## config.mk

```make
export PLATFORM = sky130hd
export DESIGN_NAME = fslo_top
export DESIGN_NICKNAME = d
export VERILOG_FILES = /design/src/core/fslo_pkg.sv /design/src/core/fslo_top.sv /design/src/core/fslo_sync.sv /design/src/core/fslo_pulse.sv
export SDC_FILE = /design/constraint.sdc
export NUM_CORES = 1
export LEC_CHECK = 0
export BUFFER_PORTS_ARGS = -buffer_cell sky130_fd_sc_hd__buf_2
export CORE_ASPECT_RATIO = 1.5
export CORE_UTILIZATION = 30
export CTS_CLUSTER_SIZE = 8
export DETAILED_ROUTE_END_ITERATION = 10
export PLACE_DENSITY = 0.51
export SLEW_MARGIN = 15
export SYNTH_ARGS = -nofsm -noshare
export SYNTH_HDL_FRONTEND = slang
export SYNTH_SLANG_ARGS = --single-unit
```

## constraint.sdc

```tcl
create_clock -name clk_sys_in -period 5.3 [get_ports clk_sys_in]
set_clock_uncertainty 0.05 [all_clocks]
set_input_delay 1.06 -clock clk_sys_in [delete_from_list [all_inputs] [get_ports clk_sys_in]]
set_output_delay 1.06 -clock clk_sys_in [all_outputs]
set_load 0.02 [all_outputs]
```

## src/core/fslo_pkg.sv

```systemverilog
// Package with modes, signal bundles and timing constants for the fail-safe lamp block.
package fslo_pkg;

  typedef enum logic [2:0] {
    FSLO_OFF,
    FSLO_INIT,
    FSLO_NORMAL,
    FSLO_STOP,
    FSLO_SLEEP,
    FSLO_RESTART,
    FSLO_FAILSAFE,
    FSLO_FLASH
  } fslo_mode_t;

  // Analog comparator and pin levels, all asynchronous to the system clock.
  typedef struct packed {
    logic batt_above_min;
    logic batt_above_uvgate;
    logic batt_above_off;
    logic reg_below_rt;
    logic reset_short;
    logic thermal_sd;
    logic devsel_pin;
  } fslo_sense_t;

  // One-cycle events from the serial and watchdog logic on the system clock.
  typedef struct packed {
    logic lamp_on;
    logic lamp_off;
    logic wd_trig_ok;
    logic wd_fail;
  } fslo_cmd_t;

  localparam int unsigned SENSE_W = $bits(fslo_sense_t);
  localparam int unsigned CNT_W = 32;

  localparam longint unsigned CLK_HZ = 64'd200_000_000;
  localparam longint unsigned MS_PER_S = 64'd1000;
  localparam longint unsigned PCT_FULL = 64'd100;

  localparam longint unsigned INIT_TIMEOUT_MS = 64'd256;
  localparam longint unsigned INIT_TIMEOUT_CYC = INIT_TIMEOUT_MS * CLK_HZ / MS_PER_S;
  localparam longint unsigned REG_UV_TIMEOUT_MS = 64'd1024;
  localparam longint unsigned REG_UV_TIMEOUT_CYC = REG_UV_TIMEOUT_MS * CLK_HZ / MS_PER_S;

  // Blink frequency held in millihertz so that 1.25 Hz stays exact.
  localparam longint unsigned BLINK_FREQ_MHZ = 64'd1250;
  localparam longint unsigned BLINK_DUTY_PCT = 64'd50;
  localparam longint unsigned BLINK_PERIOD_CYC = CLK_HZ * MS_PER_S / BLINK_FREQ_MHZ;
  localparam longint unsigned BLINK_LOW_CYC = BLINK_PERIOD_CYC * BLINK_DUTY_PCT / PCT_FULL;

  localparam longint unsigned DIM_FREQ_HZ = 64'd100;
  localparam longint unsigned DIM_DUTY_PCT = 64'd20;
  localparam longint unsigned DIM_PERIOD_CYC = CLK_HZ / DIM_FREQ_HZ;
  localparam longint unsigned DIM_LOW_CYC = DIM_PERIOD_CYC * DIM_DUTY_PCT / PCT_FULL;

  localparam logic [1:0] WD_FAIL_LIMIT_CFG12 = 2'h1;
  localparam logic [1:0] WD_FAIL_LIMIT_CFG34 = 2'h2;

endpackage

```

## src/core/fslo_top.sv

```systemverilog
// Fail-safe lamp control: emergency, blink and dimming outputs plus development-mode select.
`timescale 1ns/1ps
module fslo_top #(
  parameter int unsigned INIT_TO_CYC = int'(fslo_pkg::INIT_TIMEOUT_CYC),
  parameter int unsigned UV_TO_CYC = int'(fslo_pkg::REG_UV_TIMEOUT_CYC),
  parameter int unsigned BLINK_PERIOD_CYC = int'(fslo_pkg::BLINK_PERIOD_CYC),
  parameter int unsigned BLINK_LOW_CYC = int'(fslo_pkg::BLINK_LOW_CYC),
  parameter int unsigned DIM_PERIOD_CYC = int'(fslo_pkg::DIM_PERIOD_CYC),
  parameter int unsigned DIM_LOW_CYC = int'(fslo_pkg::DIM_LOW_CYC)
) (
  input wire logic clk_sys_in, // System clock, 200 MHz.
  input wire logic rst_b_in, // Power-on reset, asynchronous, active low.
  input wire fslo_pkg::fslo_mode_t mode_in, // Chip mode from the mode controller.
  input wire fslo_pkg::fslo_cmd_t cmd_in, // Serial and watchdog events, one-cycle pulses.
  input wire logic cfg_34_in, // High for watchdog configuration 3/4.
  input wire fslo_pkg::fslo_sense_t sense_in, // Asynchronous comparator and pin levels.
  output logic emergency_pull_b_out, // Emergency output, low pulls the pin low.
  output logic blink_indicator_out, // Blink output, low pulls the pin low.
  output logic dim_or_devsel_pin_out, // Shared pin drive level, always low.
  output logic dim_or_devsel_pin_oe_b_out, // Shared pin enable, low while driving.
  output logic devsel_pullup_en_out, // Shared pin pull-up enable.
  output logic dev_mode_out, // Development mode latched.
  output logic lamp_on_out, // Emergency activation latched.
  output logic uv_timeout_out, // Regulator undervoltage time-out present.
  output logic init_timeout_out // Init time-out expired in this init phase.
);

  fslo_pkg::fslo_sense_t sense_s;
  logic [fslo_pkg::SENSE_W-1:0] sense_vec;

  fslo_pkg::fslo_mode_t mode_prev_ff;
  logic spi_src_ff, fault_src_ff, lamp_on_ff, from_restart_ff, wd_ok_seen_ff;
  logic uv_to_ff, init_to_ff, devsel_low_ff, dev_mode_ff;
  logic emerg_pull_b_ff, pin_oe_b_ff, pullup_ff, pin_level_ff;
  logic [1:0] wd_fail_cnt_ff;
  logic [fslo_pkg::CNT_W-1:0] uv_cnt_ff, init_cnt_ff;

  logic nxt_spi_src, nxt_fault_src, nxt_lamp_on, nxt_from_restart, nxt_wd_ok_seen;
  logic nxt_uv_to, nxt_init_to, nxt_devsel_low, nxt_dev_mode;
  logic nxt_emerg_pull_b, nxt_pin_oe_b, nxt_pullup;
  logic [1:0] nxt_wd_fail_cnt;
  logic [fslo_pkg::CNT_W-1:0] nxt_uv_cnt, nxt_init_cnt;

  logic in_init, in_normal, uv_cond, uv_event, init_event;
  logic wd_event, fault_set, lamp_drive, dim_pull_b;

  fslo_sync #(
    .WIDTH(fslo_pkg::SENSE_W)
  ) u_sync (
    .clk_sys_in(clk_sys_in),
    .rst_b_in(rst_b_in),
    .async_in(sense_in),
    .reset_val_in('0),
    .sync_out(sense_vec)
  );

  assign sense_s = fslo_pkg::fslo_sense_t'(sense_vec);
  assign in_init = (mode_in == fslo_pkg::FSLO_INIT);
  assign in_normal = (mode_in == fslo_pkg::FSLO_NORMAL);
  assign uv_cond = sense_s.reg_below_rt && sense_s.batt_above_uvgate;
  assign uv_event = uv_cond && (uv_cnt_ff >= fslo_pkg::CNT_W'(UV_TO_CYC));
  assign init_event = in_init && (init_cnt_ff >= fslo_pkg::CNT_W'(INIT_TO_CYC - 1));
  assign lamp_drive = (spi_src_ff || fault_src_ff) && sense_s.batt_above_min;

  // Timers and watchdog failure counting.
  always_comb
  begin
    nxt_uv_cnt = '0;
    nxt_uv_to = 1'b0;
    nxt_init_cnt = '0;
    nxt_init_to = 1'b0;
    nxt_wd_fail_cnt = wd_fail_cnt_ff;
    wd_event = 1'b0;
    if (uv_cond)
    begin
      nxt_uv_to = uv_event;
      nxt_uv_cnt = uv_event ? uv_cnt_ff : uv_cnt_ff + fslo_pkg::CNT_W'(1);
    end
    if (in_init)
    begin
      nxt_init_to = init_to_ff || init_event;
      nxt_init_cnt = init_event ? init_cnt_ff : init_cnt_ff + fslo_pkg::CNT_W'(1);
    end
    if (!in_normal)
      nxt_wd_fail_cnt = '0;
    else if (cmd_in.wd_fail)
    begin
      if (wd_fail_cnt_ff != fslo_pkg::WD_FAIL_LIMIT_CFG34)
        nxt_wd_fail_cnt = wd_fail_cnt_ff + 2'h1;
      wd_event = cfg_34_in ? (nxt_wd_fail_cnt == fslo_pkg::WD_FAIL_LIMIT_CFG34)
                           : (nxt_wd_fail_cnt >= fslo_pkg::WD_FAIL_LIMIT_CFG12);
    end
  end

  // Activation sources and their release; a set always wins over a clear.
  always_comb
  begin
    nxt_spi_src = spi_src_ff;
    nxt_fault_src = fault_src_ff;
    nxt_from_restart = in_normal && (from_restart_ff || (mode_prev_ff == fslo_pkg::FSLO_RESTART));
    nxt_wd_ok_seen = in_normal && (wd_ok_seen_ff || (cmd_in.wd_trig_ok && from_restart_ff));
    // init and off clear, other modes hold except lamp_off in normal
    if (in_init || (mode_in == fslo_pkg::FSLO_OFF))
    begin
      nxt_spi_src = 1'b0;
      nxt_fault_src = 1'b0;
    end
    if (in_normal && cmd_in.lamp_off)
    begin
      nxt_spi_src = 1'b0;
      if (from_restart_ff && wd_ok_seen_ff)
        nxt_fault_src = 1'b0;
    end
    if (in_normal && cmd_in.lamp_on)
      nxt_spi_src = 1'b1;
    fault_set = init_event || (in_normal && wd_event);
    fault_set = fault_set || ((mode_in == fslo_pkg::FSLO_RESTART) && sense_s.reset_short);
    fault_set = fault_set || sense_s.thermal_sd || uv_event;
    fault_set = fault_set || (mode_in == fslo_pkg::FSLO_FAILSAFE);
    if (fault_set)
      nxt_fault_src = 1'b1;
    nxt_lamp_on = nxt_spi_src || nxt_fault_src;
  end

  // Development mode select and pin control.
  always_comb
  begin
    nxt_devsel_low = devsel_low_ff;
    nxt_dev_mode = dev_mode_ff;
    if (in_init && (mode_prev_ff != fslo_pkg::FSLO_INIT))
      nxt_devsel_low = !sense_s.devsel_pin;
    else if (in_init && sense_s.devsel_pin)
      nxt_devsel_low = 1'b0;
    if (!in_init && (mode_prev_ff == fslo_pkg::FSLO_INIT) && devsel_low_ff)
      nxt_dev_mode = 1'b1;
    if ((mode_in == fslo_pkg::FSLO_OFF) || !sense_s.batt_above_off)
      nxt_dev_mode = 1'b0;
    nxt_emerg_pull_b = !lamp_drive;
    nxt_pin_oe_b = in_init || !lamp_drive || dim_pull_b;
    nxt_pullup = in_init;
  end

  fslo_pulse #(
    .PERIOD_CYC(BLINK_PERIOD_CYC),
    .LOW_CYC(BLINK_LOW_CYC)
  ) u_blink (
    .clk_sys_in(clk_sys_in),
    .rst_b_in(rst_b_in),
    .run_in(lamp_drive),
    .pull_b_out(blink_indicator_out)
  );

  fslo_pulse #(
    .PERIOD_CYC(DIM_PERIOD_CYC),
    .LOW_CYC(DIM_LOW_CYC)
  ) u_dim (
    .clk_sys_in(clk_sys_in),
    .rst_b_in(rst_b_in),
    .run_in(lamp_drive && !in_init),
    .pull_b_out(dim_pull_b)
  );

  always_ff @(posedge clk_sys_in or negedge rst_b_in)
  begin
    if (!rst_b_in)
    begin
      mode_prev_ff <= fslo_pkg::FSLO_OFF;
      spi_src_ff <= 1'b0;
      fault_src_ff <= 1'b0;
      lamp_on_ff <= 1'b0;
      from_restart_ff <= 1'b0;
      wd_ok_seen_ff <= 1'b0;
      wd_fail_cnt_ff <= '0;
      uv_cnt_ff <= '0;
      uv_to_ff <= 1'b0;
      init_cnt_ff <= '0;
      init_to_ff <= 1'b0;
      devsel_low_ff <= 1'b0;
      dev_mode_ff <= 1'b0;
      emerg_pull_b_ff <= 1'b1;
      pin_oe_b_ff <= 1'b1;
      pullup_ff <= 1'b0;
      pin_level_ff <= 1'b0;
    end
    else
    begin
      mode_prev_ff <= mode_in;
      spi_src_ff <= nxt_spi_src;
      fault_src_ff <= nxt_fault_src;
      lamp_on_ff <= nxt_lamp_on;
      from_restart_ff <= nxt_from_restart;
      wd_ok_seen_ff <= nxt_wd_ok_seen;
      wd_fail_cnt_ff <= nxt_wd_fail_cnt;
      uv_cnt_ff <= nxt_uv_cnt;
      uv_to_ff <= nxt_uv_to;
      init_cnt_ff <= nxt_init_cnt;
      init_to_ff <= nxt_init_to;
      devsel_low_ff <= nxt_devsel_low;
      dev_mode_ff <= nxt_dev_mode;
      emerg_pull_b_ff <= nxt_emerg_pull_b;
      pin_oe_b_ff <= nxt_pin_oe_b;
      pullup_ff <= nxt_pullup;
      pin_level_ff <= 1'b0;
    end
  end

  assign emergency_pull_b_out = emerg_pull_b_ff;
  assign dim_or_devsel_pin_out = pin_level_ff;
  assign dim_or_devsel_pin_oe_b_out = pin_oe_b_ff;
  assign devsel_pullup_en_out = pullup_ff;
  assign dev_mode_out = dev_mode_ff;
  assign lamp_on_out = lamp_on_ff;
  assign uv_timeout_out = uv_to_ff;
  assign init_timeout_out = init_to_ff;

  property p_low_batt_release;
    @(posedge clk_sys_in) disable iff (!rst_b_in)
    !sense_s.batt_above_min |=> emergency_pull_b_out;
  endproperty
  a_low_batt_release: assert property (p_low_batt_release)
    else $error("Emergency output driven below minimum battery.");
  property p_blink_gated;
    @(posedge clk_sys_in) disable iff (!rst_b_in)
    emergency_pull_b_out |-> blink_indicator_out;
  endproperty
  a_blink_gated: assert property (p_blink_gated)
    else $error("Blink output pulled while emergency released.");
  property p_init_pin_input;
    @(posedge clk_sys_in) disable iff (!rst_b_in)
    in_init |=> dim_or_devsel_pin_oe_b_out && devsel_pullup_en_out;
  endproperty
  a_init_pin_input: assert property (p_init_pin_input)
    else $error("Shared pin driven or pull-up off in init.");
  property p_pullup_outside_init;
    @(posedge clk_sys_in) disable iff (!rst_b_in)
    !in_init |=> !devsel_pullup_en_out;
  endproperty
  a_pullup_outside_init: assert property (p_pullup_outside_init)
    else $error("Pull-up enabled outside init.");
  property p_dim_needs_emergency;
    @(posedge clk_sys_in) disable iff (!rst_b_in)
    !dim_or_devsel_pin_oe_b_out |-> !emergency_pull_b_out;
  endproperty
  a_dim_needs_emergency: assert property (p_dim_needs_emergency)
    else $error("Dimming pulse without emergency output.");
  property p_failsafe_on;
    @(posedge clk_sys_in) disable iff (!rst_b_in)
    (mode_in == fslo_pkg::FSLO_FAILSAFE) ##1 sense_s.batt_above_min |=> !emergency_pull_b_out;
  endproperty
  a_failsafe_on: assert property (p_failsafe_on)
    else $error("Emergency output not asserted in fail-safe.");
  property p_thermal_on;
    @(posedge clk_sys_in) disable iff (!rst_b_in)
    sense_s.thermal_sd |=> lamp_on_out;
  endproperty
  a_thermal_on: assert property (p_thermal_on)
    else $error("Thermal shutdown did not activate output.");
  property p_spi_hold;
    @(posedge clk_sys_in) disable iff (!rst_b_in)
    spi_src_ff && !cmd_in.lamp_off && !in_init && (mode_in != fslo_pkg::FSLO_OFF)
      |=> spi_src_ff;
  endproperty
  a_spi_hold: assert property (p_spi_hold)
    else $error("Serial activation lost without release command.");
  property p_dev_hold;
    @(posedge clk_sys_in) disable iff (!rst_b_in)
    dev_mode_out && sense_s.batt_above_off && (mode_in != fslo_pkg::FSLO_OFF) |=> dev_mode_out;
  endproperty
  a_dev_hold: assert property (p_dev_hold)
    else $error("Development mode dropped while battery present.");
  property p_wd_cfg12;
    @(posedge clk_sys_in) disable iff (!rst_b_in)
    in_normal && cmd_in.wd_fail && !cfg_34_in |=> lamp_on_out;
  endproperty
  a_wd_cfg12: assert property (p_wd_cfg12)
    else $error("First watchdog failure did not activate output.");
  property p_uv_timeout;
    @(posedge clk_sys_in) disable iff (!rst_b_in)
    $rose(uv_timeout_out) |-> $past(uv_cond) ##1 lamp_on_out;
  endproperty
  a_uv_timeout: assert property (p_uv_timeout)
    else $error("Undervoltage time-out without cause or activation.");

endmodule

```

## src/core/fslo_sync.sv

```systemverilog
// Three-stage synchroniser that accepts a change once the last two stages agree.
`timescale 1ns/1ps
module fslo_sync #(
  parameter int unsigned WIDTH = 1
) (
  input wire logic clk_sys_in, // System clock.
  input wire logic rst_b_in, // Asynchronous reset, active low.
  input wire logic [WIDTH-1:0] async_in, // Levels from outside the clock domain.
  input wire logic [WIDTH-1:0] reset_val_in, // Not used, every stage resets to zero; tie to a constant.
  output logic [WIDTH-1:0] sync_out // Filtered synchronous levels.
);

  logic [WIDTH-1:0] s1_ff;
  logic [WIDTH-1:0] s2_ff;
  logic [WIDTH-1:0] s3_ff;
  logic [WIDTH-1:0] out_ff;
  logic [WIDTH-1:0] nxt_out;

  always_comb
  begin
    for (int i = 0; i < WIDTH; i++)
    begin
      nxt_out[i] = (s2_ff[i] == s3_ff[i]) ? s3_ff[i] : out_ff[i];
    end
  end

  always_ff @(posedge clk_sys_in or negedge rst_b_in)
  begin
    if (!rst_b_in)
    begin
      s1_ff <= '0;
      s2_ff <= '0;
      s3_ff <= '0;
      out_ff <= '0;
    end
    else
    begin
      s1_ff <= async_in;
      s2_ff <= s1_ff;
      s3_ff <= s2_ff;
      out_ff <= nxt_out;
    end
  end

  assign sync_out = out_ff;

endmodule

```

## src/core/fslo_pulse.sv

```systemverilog
// Periodic pull-low pulse generator for an open-drain lamp output.
`timescale 1ns/1ps
module fslo_pulse #(
  parameter int unsigned PERIOD_CYC = 2,
  parameter int unsigned LOW_CYC = 1
) (
  input wire logic clk_sys_in, // System clock.
  input wire logic rst_b_in, // Asynchronous reset, active low.
  input wire logic run_in, // Pulsing enabled.
  output logic pull_b_out // Low while the pin is pulled low.
);

  logic [fslo_pkg::CNT_W-1:0] cnt_ff;
  logic [fslo_pkg::CNT_W-1:0] nxt_cnt;
  logic pull_b_ff;
  logic nxt_pull_b;

  always_comb
  begin
    nxt_cnt = '0;
    nxt_pull_b = 1'b1;
    if (run_in)
    begin
      nxt_pull_b = !(cnt_ff < fslo_pkg::CNT_W'(LOW_CYC));
      if (cnt_ff != fslo_pkg::CNT_W'(PERIOD_CYC - 1))
      begin
        nxt_cnt = cnt_ff + fslo_pkg::CNT_W'(1);
      end
    end
  end

  always_ff @(posedge clk_sys_in or negedge rst_b_in)
  begin
    if (!rst_b_in)
    begin
      cnt_ff <= '0;
      pull_b_ff <= 1'b1;
    end
    else
    begin
      cnt_ff <= nxt_cnt;
      pull_b_ff <= nxt_pull_b;
    end
  end

  assign pull_b_out = pull_b_ff;

endmodule

```

==> results of run 1 <==
[metrics by stage]
step | total power, mW | cells | setup slack, ps | util
floorplan | 1.48 | 777 | 3070 | -
global placement | 1.55 | 1118 | 2380 | 0.322
detailed placement | 1.55 | 1118 | 2320 | 0.322
CTS | 2.82 | 1150 | 2610 | 0.344
global route | 2.88 | 1150 | 2360 | 0.344
finish | 2.76 | 1150 | 2720 | 0.344
[cells in the mapped netlist (all sizes together), types with 2 or more instances]
master,count,area share
xor2,71,0.077
or3,14,0.011
nor4b,2,0.0022
buf,15,0.013
maj3,7,0.0087
nor3b,3,0.0028
nor2,129,0.061
nand4,36,0.029
xnor2,23,0.025
nor2b,2,0.0016
nand3,52,0.033
o21ai,18,0.012
o211ai,5,0.0047
o22ai,2,0.0016
o31ai,4,0.0037
dfstp,4,0.013
a31oi,2,0.0016
and4,6,0.0065
and3,33,0.026
a2111oi,2,0.0022
clkbuf,13,0.0064
nand2b,4,0.0031
nor3,11,0.0089
and2,6,0.0047
or4,3,0.0028
ha,6,0.0093
a21boi,2,0.0019
nor4,20,0.028
or2,2,0.0016
nand2,51,0.024
dfrtp,171,0.53
mux2i,3,0.0037
a21oi,25,0.016
inv,18,0.0084
[sequential cells by signal, indices dropped and copies added, names as in the netlist, 2 cells and up]
signal and flops:
uv_cnt_ff 32, u_dim.cnt_ff 32, init_cnt_ff 32, u_sync.s2_ff 7
wd_fail_cnt_ff 2, u_blink.cnt_ff 32, u_sync.s1_ff 7, u_sync.sync_out 7
u_sync.s3_ff 7, mode_prev_ff 3
[power by group through the flow]
stage / sequential [mW] / combinational (mW) / clock (mW)
after floorplan: 1.42 / 0.0633 / 0
after global placement: 1.42 / 0.130 / 0
after detailed placement: 1.42 / 0.130 / 0
after CTS: 1.39 / 0.130 / 1.30
after global routing: 1.40 / 0.144 / 1.34
final: 1.39 / 0.125 / 1.24
[final timing paths]
kind                                 start              endpoint  slack, ps  cells after the start
hold / removal             u_sync.s1_ff[3]       u_sync.s2_ff[3]        300                      0
max in group asynchronous         rst_b_in  emergency_pull_b_out       3480                      2
hold reg to reg            u_sync.s1_ff[3]       u_sync.s2_ff[3]        300                      0
setup / recovery            init_cnt_ff[0]        init_cnt_ff[7]       2720                      7
min in group asynchronous         rst_b_in       init_cnt_ff[22]        630                      1
setup reg to reg            init_cnt_ff[0]        init_cnt_ff[7]       2720                      7
[cell type report]
type / count / share of cell area
flip-flops and latches: 175 / 0.483
multi-input cells: 556 / 0.378
clock buffers: 26 / 0.0572
well taps: 337 / 0.0464
repair buffers: 32 / 0.0205
clock inverters: 6 / 0.00785
inverters: 18 / 0.00744
[routing by layer]
| metal | part of all wire | vias to the layer above | GRT usage |
|---|---|---|---|
| li1 | - | 2731 | - |
| met1 | 0.43 | 2775 | 0.149 |
| met2 | 0.52 | 66 | 0.231 |
| met3 | 0.028 | 15 | 0.0291 |
| met4 | 0.017 | 0 | 0.0558 |
| met5 | 0 | - | 0 |
[logic make-up (layout without fill, tap and decap cells)]
logic type | after synthesis | in the layout | synth area share
AND/OR/NAND/NOR | 378 | 378 | 0.250
flip-flops | 175 | 175 | 0.546
other | 1 | 1 | 0.000467
buffers and inverters | 46 | 82 | 0.0274
adder cells (fa/ha/maj) | 13 | 13 | 0.0181
XOR/XNOR | 94 | 94 | 0.102
AO/OA/AOI/OAI | 67 | 67 | 0.0519
multiplexers | 3 | 3 | 0.00374
==> flow_metrics.tcl, run 1 <==
set metrics [dict create \
    cpPeakStageDelay_ps 810 \
    drtIter0Drc 243 \
    numCtsBuffers 17 \
    path_delay_family "compound AO/OA/AOI/OAI gates" \
    crit_path_start_kind "flip-flop" \
    drive_above_1_share 0.105 \
    grt_max_degree 86 \
    power.switching_mw 0.629 \
    n_fill_cell 2681 \
    dieHeight_um 202 \
    final_common_cell "dfrtp_1" \
    antenna_cells 0 \
    htreeDepth 4 \
    path_cells "ha_1, nand2_1, nor3_4, a311oi_2, o21ai_2, o21ai_0, a21oi_1" \
    yosys_warnings 0 \
    criticalPathCategory "reg -> reg" \
    ff_latch_area_mm2 0.00438 \
    multi_input_comb_area_mm2 0.00343 \
    rsz0062_at_grt "false" \
    drt-vias-per-instance 4.86 \
    cts_setup_buffers 0 \
    synth.cell_area_mm2 0.00803 \
    clkTransAtPathRegs_ps 70 \
    yosys_most_used_dff "dfrtp_1" \
    cts_resized 0 \
    ios 26 \
    seq_area_frac_synth 0.546 \
    clock_latency_ps 430 \
    routedWlPerCell_um 14.0 \
    seqPwrFrac 0.505 \
    period_share 0.487 \
    drt-total-wl_mm 16.1 \
    dp_hpwl_mm 10.7 \
    p_sw_frac 0.228 \
    min_period_ps 2580 \
    grt_use_total 0.131 \
    netlist_instances 777 \
    syn_avg_cell_area_um2 10.3 \
    critPathSlowestCell "o21ai_2" \
    share_comb_of_total_power 0.045 \
    critPathRequiredTime_ps 5610 \
    synth_cell_type_count 61 \
    io_buffers 24 \
    grt-ovfl-total 0 \
    endpoint_kind "flip-flop" \
    ctsHoldBuffers 0 \
    cts_buffer_depth 2 \
    vias 5587 \
    placed_area_mm2 0.00849 \
    coreArea_mm2 0.0264 \
    initial_utilization 0.304 \
    p_leak_nw 3.91 \
    cts_tree "yes" \
    most-common-layout-cells "dfrtp_1 (171), nor2_1 (128), xor2_1 (71)" \
    cts.sinks 175 \
    status "complete, no violations" \
    hp-class "reg -> reg" \
    crit_fanout 29 \
    peakVddDrop_mv 0.237 \
    synth_fp_nets 800 \
    holdWs_ps 297 \
    fin_area_mm2 0.00908 \
    rows 73 \
    p_clk_frac 0.450 \
    setup_viol 0 \
    antenna_left 0 \
    synthArstFlopShare 1.00 \
    p_int_mw 2.13 \
    dieWidth_um 136 \
    firstDrtPassIters 4 \
    antenna_found_initial 0 \
    relSlewSlack 0.278 \
    die_area_mm2 0.0274 \
    drc 0 \
    maxCapViolCount 0 \
    worstMarginPinSlew_ps 1080 \
    root_buffer "clkbuf_16" \
    synth_seq_cells 175 \
    grt_first_pass_wirelength_mm 28.3 \
    critPathBufInv 0 \
    synth_edf_count 0 \
    finalSetupTns_ps 0 \
    area_growth_pct 13.1 \
    power_density_mw_per_mm2 304 \
    gp_congestion 0.769 \
    fmax_mhz 387 \
    nets 823 \
    hold_violations 0 \
    grt_pass1_vias 5907 \
    drv_slew 0 \
    crit_arrival_ps 2900 \
]
No activity file was read; power rests on OpenSTA's default activity.
==> run 2: changes to the inputs <==
Clock period 5.3 ns to 2.6 ns, I/O delays scaled along.
==> flow_metrics.tcl, run 2 (synthesis gave the netlist of run 1 again) <==
set metrics [dict create \
    top_usage_layer "met2" \
    clkTransAtPathRegs_ps 70 \
    grt_first_pass_wirelength_mm 27.9 \
    crit_arrival_ps 2520 \
    dp_hpwl_mm 11.0 \
    p_leak_nw 4.01 \
    antenna_found_initial 0 \
    fin_area_mm2 0.00925 \
    fin_cells 1162 \
    grt_use_met1 0.160 \
    rows 73 \
    grt-ovfl-total 0 \
    finalSetupTns_ps 0 \
    vias 5573 \
    cts_buffer_depth 2 \
    hp-class "in -> async" \
    worstMarginPinSlew_ps 594 \
    maxCapViolCount 0 \
    dieWidth_um 136 \
    r2r_cells 8 \
    dieHeight_um 202 \
    cts_resized 0 \
    drt-vias-per-instance 4.80 \
    initial_utilization 0.304 \
    placed_area_mm2 0.00862 \
    min_period_ps 2200 \
    endpoint_kind "flip-flop" \
    power_density_mw_per_mm2 632 \
    grtUsageMet3 0.0266 \
    rsz0062_at_grt "false" \
    area_growth_pct 15.1 \
    antenna_left 0 \
    routedWlPerCell_um 13.9 \
    period_share 0.846 \
    drc 0 \
    final_common_cell "dfrtp_1" \
    io_buffers 24 \
    critPathSlowestCell "or4_1" \
    drive_above_1_share 0.120 \
    htreeDepth 4 \
    drt-total-wl_mm 16.2 \
    crit_fanout 29 \
    criticalPathCategory "reg -> reg" \
    crit_path_start_kind "flip-flop" \
    hold_violations 0 \
    cpPeakStageDelay_ps 480 \
    clock_latency_ps 440 \
    firstDrtPassIters 4 \
    peakVddDrop_mv 0.502 \
    setup_viol 0 \
    nets 836 \
    die_area_mm2 0.0274 \
    critPathRequiredTime_ps 2920 \
    use_met2 0.216 \
    grt_use_total 0.129 \
    drtIter0Drc 262 \
    fmax_mhz 455 \
    grt_max_degree 61 \
    ios 26 \
    status "complete, no violations" \
    drv_slew 0 \
    antenna_cells 0 \
    path_cells "ha_1, nand2_1, nor3_4, a311oi_2, o21ai_2, buf_4, or4_1, a21oi_1" \
    cts.sinks 175 \
    most-common-layout-cells "dfrtp_1 (171), nor2_1 (128), xor2_1 (71)" \
    cts_tree "yes" \
    root_buffer "clkbuf_16" \
    coreArea_mm2 0.0264 \
    dp.cells 1131 \
    numCtsBuffers 17 \
    grt_pass1_vias 5523 \
    ctsHoldBuffers 0 \
    relSlewSlack 0.601 \
    cts_setup_buffers 0 \
    gp_congestion 0.766 \
]
-- run 2: cell count changes in the layout (fill, tap and decap cells not counted), sizes merged --
cell / before / now
buf: 32 / 45
clkbuf: 26 / 18
clkinv: 1 / 5
bufinv: 1 / 4
clkinvlp: 2 / 1
inv: 20 / 21
-- run 2: path summary, 6_finish.rpt --
kind                            startpoint                 to  slack, ps
max                         init_cnt_ff[0]     init_cnt_ff[5]        400
min                               rst_b_in    init_cnt_ff[18]         10
max reg2reg                 init_cnt_ff[0]     init_cnt_ff[5]        400
min reg2reg                u_sync.s1_ff[6]    u_sync.s2_ff[6]        300
max in group asynchronous         rst_b_in  u_blink.cnt_ff[3]       1760
min in group clk_sys_in        sense_in[0]    u_sync.s1_ff[0]        140
-- run 2: area by class of cell --
type / instances / area [um2]
Clock inverter: 13 / 186
Timing Repair Buffer: 45 / 322
Clock buffer: 18 / 439
Tap cell: 337 / 422
Multi-Input combinational cell: 556 / 3430
Sequential cell: 175 / 4380
Fill cell: 2638 / 17100
Inverter: 18 / 67.6
-- run 2: metrics by stage --
stage / util / hold slack, ps / total power [mW] / setup WS, ps
global placement: 0.327 / 284 / 3.18 / 467
finish: 0.350 / 13.9 / 5.84 / 401
floorplan: - / 174 / 3.02 / 612
detailed placement: 0.327 / 286 / 3.18 / 428
CTS: 0.350 / 17.4 / 5.94 / 410
global route: 0.350 / 50.9 / 6.07 / 262
-- run 2: metal layers --
| metal | routed length (um) | share of wire |
|---|---|---|
| met1 | 7300 | 0.45 |
| met5 | 0 | 0 |
| met4 | 316 | 0.020 |
| met3 | 409 | 0.025 |
| met2 | 8150 | 0.50 |
-- run 2: worst max-delay path: cells and delay by family (launching register included) --
| family | cells | cell delay [ps] |
|---|---|---|
| and+or+nand+nor | 3 | 740 |
| AOI/OAI and AO/OA | 3 | 470 |
| DFF | 1 | 410 |
| adders and majority gates | 1 | 240 |
| buffers and inverters | 1 | 220 |
-- run 2: power breakdown --
group          switching [mW]  total (mW)  internal (mW)
registers              0.0466        2.84           2.79
logic                   0.188       0.279         0.0906
clock network            1.09        2.72           1.63
total                    1.33        5.84           4.52
==> run 3: changes to the inputs <==
Settings changed: ABC_AREA set to 1, PLACE_DENSITY 0.51 to 0.53.
Clock period 2.6 ns to 1.86 ns, I/O delays scaled along.
==> flow_metrics.tcl, run 3 <==
set metrics [dict create \
    dieWidth_um 148 \
    die_area_mm2 0.0329 \
    cts_setup_buffers 0 \
    drive_above_1_share 0.0993 \
    drt-total-wl_mm 26.4 \
    synth_edf_count 0 \
    grt_max_degree 44 \
    crit_path_start_kind "flip-flop" \
    final_common_cell "nand2_1" \
    grt-ovfl-total 0 \
    synth_fp_nets 1378 \
    dieHeight_um 222 \
    rows 80 \
    endpoint_kind "flip-flop" \
    cts_tree "yes" \
    yosysMostFrequentCell "nand2_1" \
    cts.sinks 175 \
    htreeDepth 4 \
    drt-vias-per-instance 4.67 \
    min_period_ps 1710 \
    rsz0062_at_grt "false" \
    grt_use_total 0.171 \
    netlist_instances 1355 \
    gp_congestion 0.935 \
    firstDrtPassIters 6 \
    root_buffer "clkbuf_16" \
    crit_top_cell "nand3_1" \
    synthTopCellsByCount "nand2_1 (434), nor2_1 (283), dfrtp_1 (171)" \
    drv_slew 0 \
    coreArea_mm2 0.0317 \
    status "complete, no violations" \
    synth_cell_type_count 39 \
    antenna_found_initial 0 \
    criticalPathCategory "reg -> reg" \
    hp-class "in -> reg" \
    grt_first_pass_wirelength_mm 44.2 \
    finalSetupTns_ps 0 \
    clkTransAtPathRegs_ps 80 \
    area_growth_pct 18.1 \
    synthArstFlopShare 1.00 \
    synth.largest_area_cell "dfrtp_1" \
    synth_seq_cells 175 \
    crit_fanout 5 \
    most-common-layout-cells "nand2_1 (433), nor2_1 (281), dfrtp_1 (171)" \
    crit_arrival_ps 2000 \
    nets 1470 \
    seq_area_frac_synth 0.454 \
    power_density_mw_per_mm2 692 \
    vias 8740 \
    synth.cell_area_mm2 0.00965 \
    cpPeakStageDelay_ps 430 \
    clock_latency_ps 450 \
    critPathSlowestCell "dfrtp_1" \
    ios 26 \
    yosys_warnings 0 \
    drtIter0Drc 442 \
    critPathRequiredTime_ps 2150 \
    maxCapViolCount 0 \
    antenna_cells 0 \
    cts_buffer_depth 2 \
    period_share 0.918 \
    setup_viol 0 \
    fmax_mhz 585 \
    initial_utilization 0.304 \
    path_delay_family "simple AND/OR/NAND/NOR gates" \
    p_leak_nw 4.95 \
    io_buffers 24 \
    dp_hpwl_mm 20.3 \
    synth.area.top_cells "dfrtp_1 (44%), nand2_1 (17%), nor2_1 (11%)" \
    power_mw 7.89 \
    hold_violations 0 \
    grt_pass1_vias 9040 \
    path_cells "ha_1, nand3_1, inv_1, nand3_1, nor2_4, xor2_1, nor2_1" \
    yosys_most_used_dff "dfrtp_1" \
    syn_avg_cell_area_um2 7.12 \
    peakVddDrop_mv 0.493 \
    numCtsBuffers 17 \
    critPathBufInv 1 \
    antenna_left 0 \
    routedWlPerCell_um 14.1 \
    synth_top_cell_area_share 0.443 \
    drc 0 \
]
==> run 3: cell types whose count changed after synthesis, moves of 7 or more <==
cell | before | now
inv_1 | 18 | 124
nor4_1 | 12 | 2
nor2_1 | 128 | 283
nand2_1 | 51 | 434
xor2_1 | 71 | 39
nand3_1 | 51 | 112
and3_1 | 33 | 2
xnor2_1 | 23 | 14
or3_1 | 12 | 0
nor3_1 | 9 | 36
a21oi_1 | 24 | 15
buf_2 | 9 | 2
==> run 3: final cells by class <==
class                   instances  area [um2]
inverters                     126         473
multi-input cells            1033        4720
well taps                     410         513
clock buffers                  19         453
flip-flops and latches        175        4380
repair buffers                 94         749
clock inverters                13         109
fillers                      3370       20300
==> run 3: worst register-to-register path, cell delays in order (launching register included) <==
cell and delay, ps:
dfrtp_1 430, ha_1 190, nand3_1 100, inv_1 120, nand3_1 270, nor2_4 230
xor2_1 160, nor2_1 60
==> run 3: repair_timing <==
item                                    4_1_cts  5_1_grt
endpoints found under the setup margin        0       32
hold buffers                                  8        0
gates resized for setup                       0        8
hold endpoints to repair                     44        0
==> run 3: kinds of logic after synthesis <==
family	synth area share
DFF	0.454
adders and majority gates	0.0150
AOI/OAI and AO/OA	0.0263
buffers and inverters	0.0605
xor gates and xnor gates	0.0481
other	0.000389
and+or+nand+nor	0.395
==> run 3: through the flow <==
stage	setup WS, ps	cells	utilization	instance area (um2)	hold WS, ps
2_1_floorplan	54.2	1355	-	9650	26.4
3_5_place_dp	57.6	1830	0.338	10700	285
5_1_grt	12.2	1870	0.359	11400	21.8
6_report	152	1870	0.359	11400	21.5
3_3_place_gp	69.5	1830	0.338	10700	282
4_1_cts	49.8	1870	0.358	11400	2.65
==> run 3: layer usage <==
| metal | global-route usage | vias to the layer above | wire length [um] |
|---|---|---|---|
| met3 | 0.0228 | 70 | 572 |
| met4 | 0.108 | 0 | 1240 |
| met2 | 0.314 | 152 | 14100 |
| met5 | 0 | - | 0 |
| met1 | 0.181 | 4083 | 10500 |
| li1 | - | 4435 | - |
==> run 3: where the power goes <==
part,switching [mW],internal (mW),total (mW),leakage (nW)
Combinational,0.313,0.172,0.485,2.33
Sequential,0.0551,3.90,3.95,2.34
Clock,1.65,1.80,3.45,0.270
Total,2.01,5.88,7.89,4.95
==> run 3: worst paths after layout <==
check / depth (start not counted) / start / to / slack, ps
setup / recovery: 7 / u_blink.cnt_ff[0] / u_blink.cnt_ff[14] / 150
hold / removal: 1 / mode_in[1] / mode_prev_ff[1] / 20
setup reg to reg: 7 / u_blink.cnt_ff[0] / u_blink.cnt_ff[14] / 150
hold reg to reg: 0 / u_sync.s1_ff[0] / u_sync.s2_ff[0] / 300
max in group asynchronous: 3 / rst_b_in / u_dim.cnt_ff[27] / 720
min in group asynchronous: 2 / rst_b_in / uv_cnt_ff[1] / 360
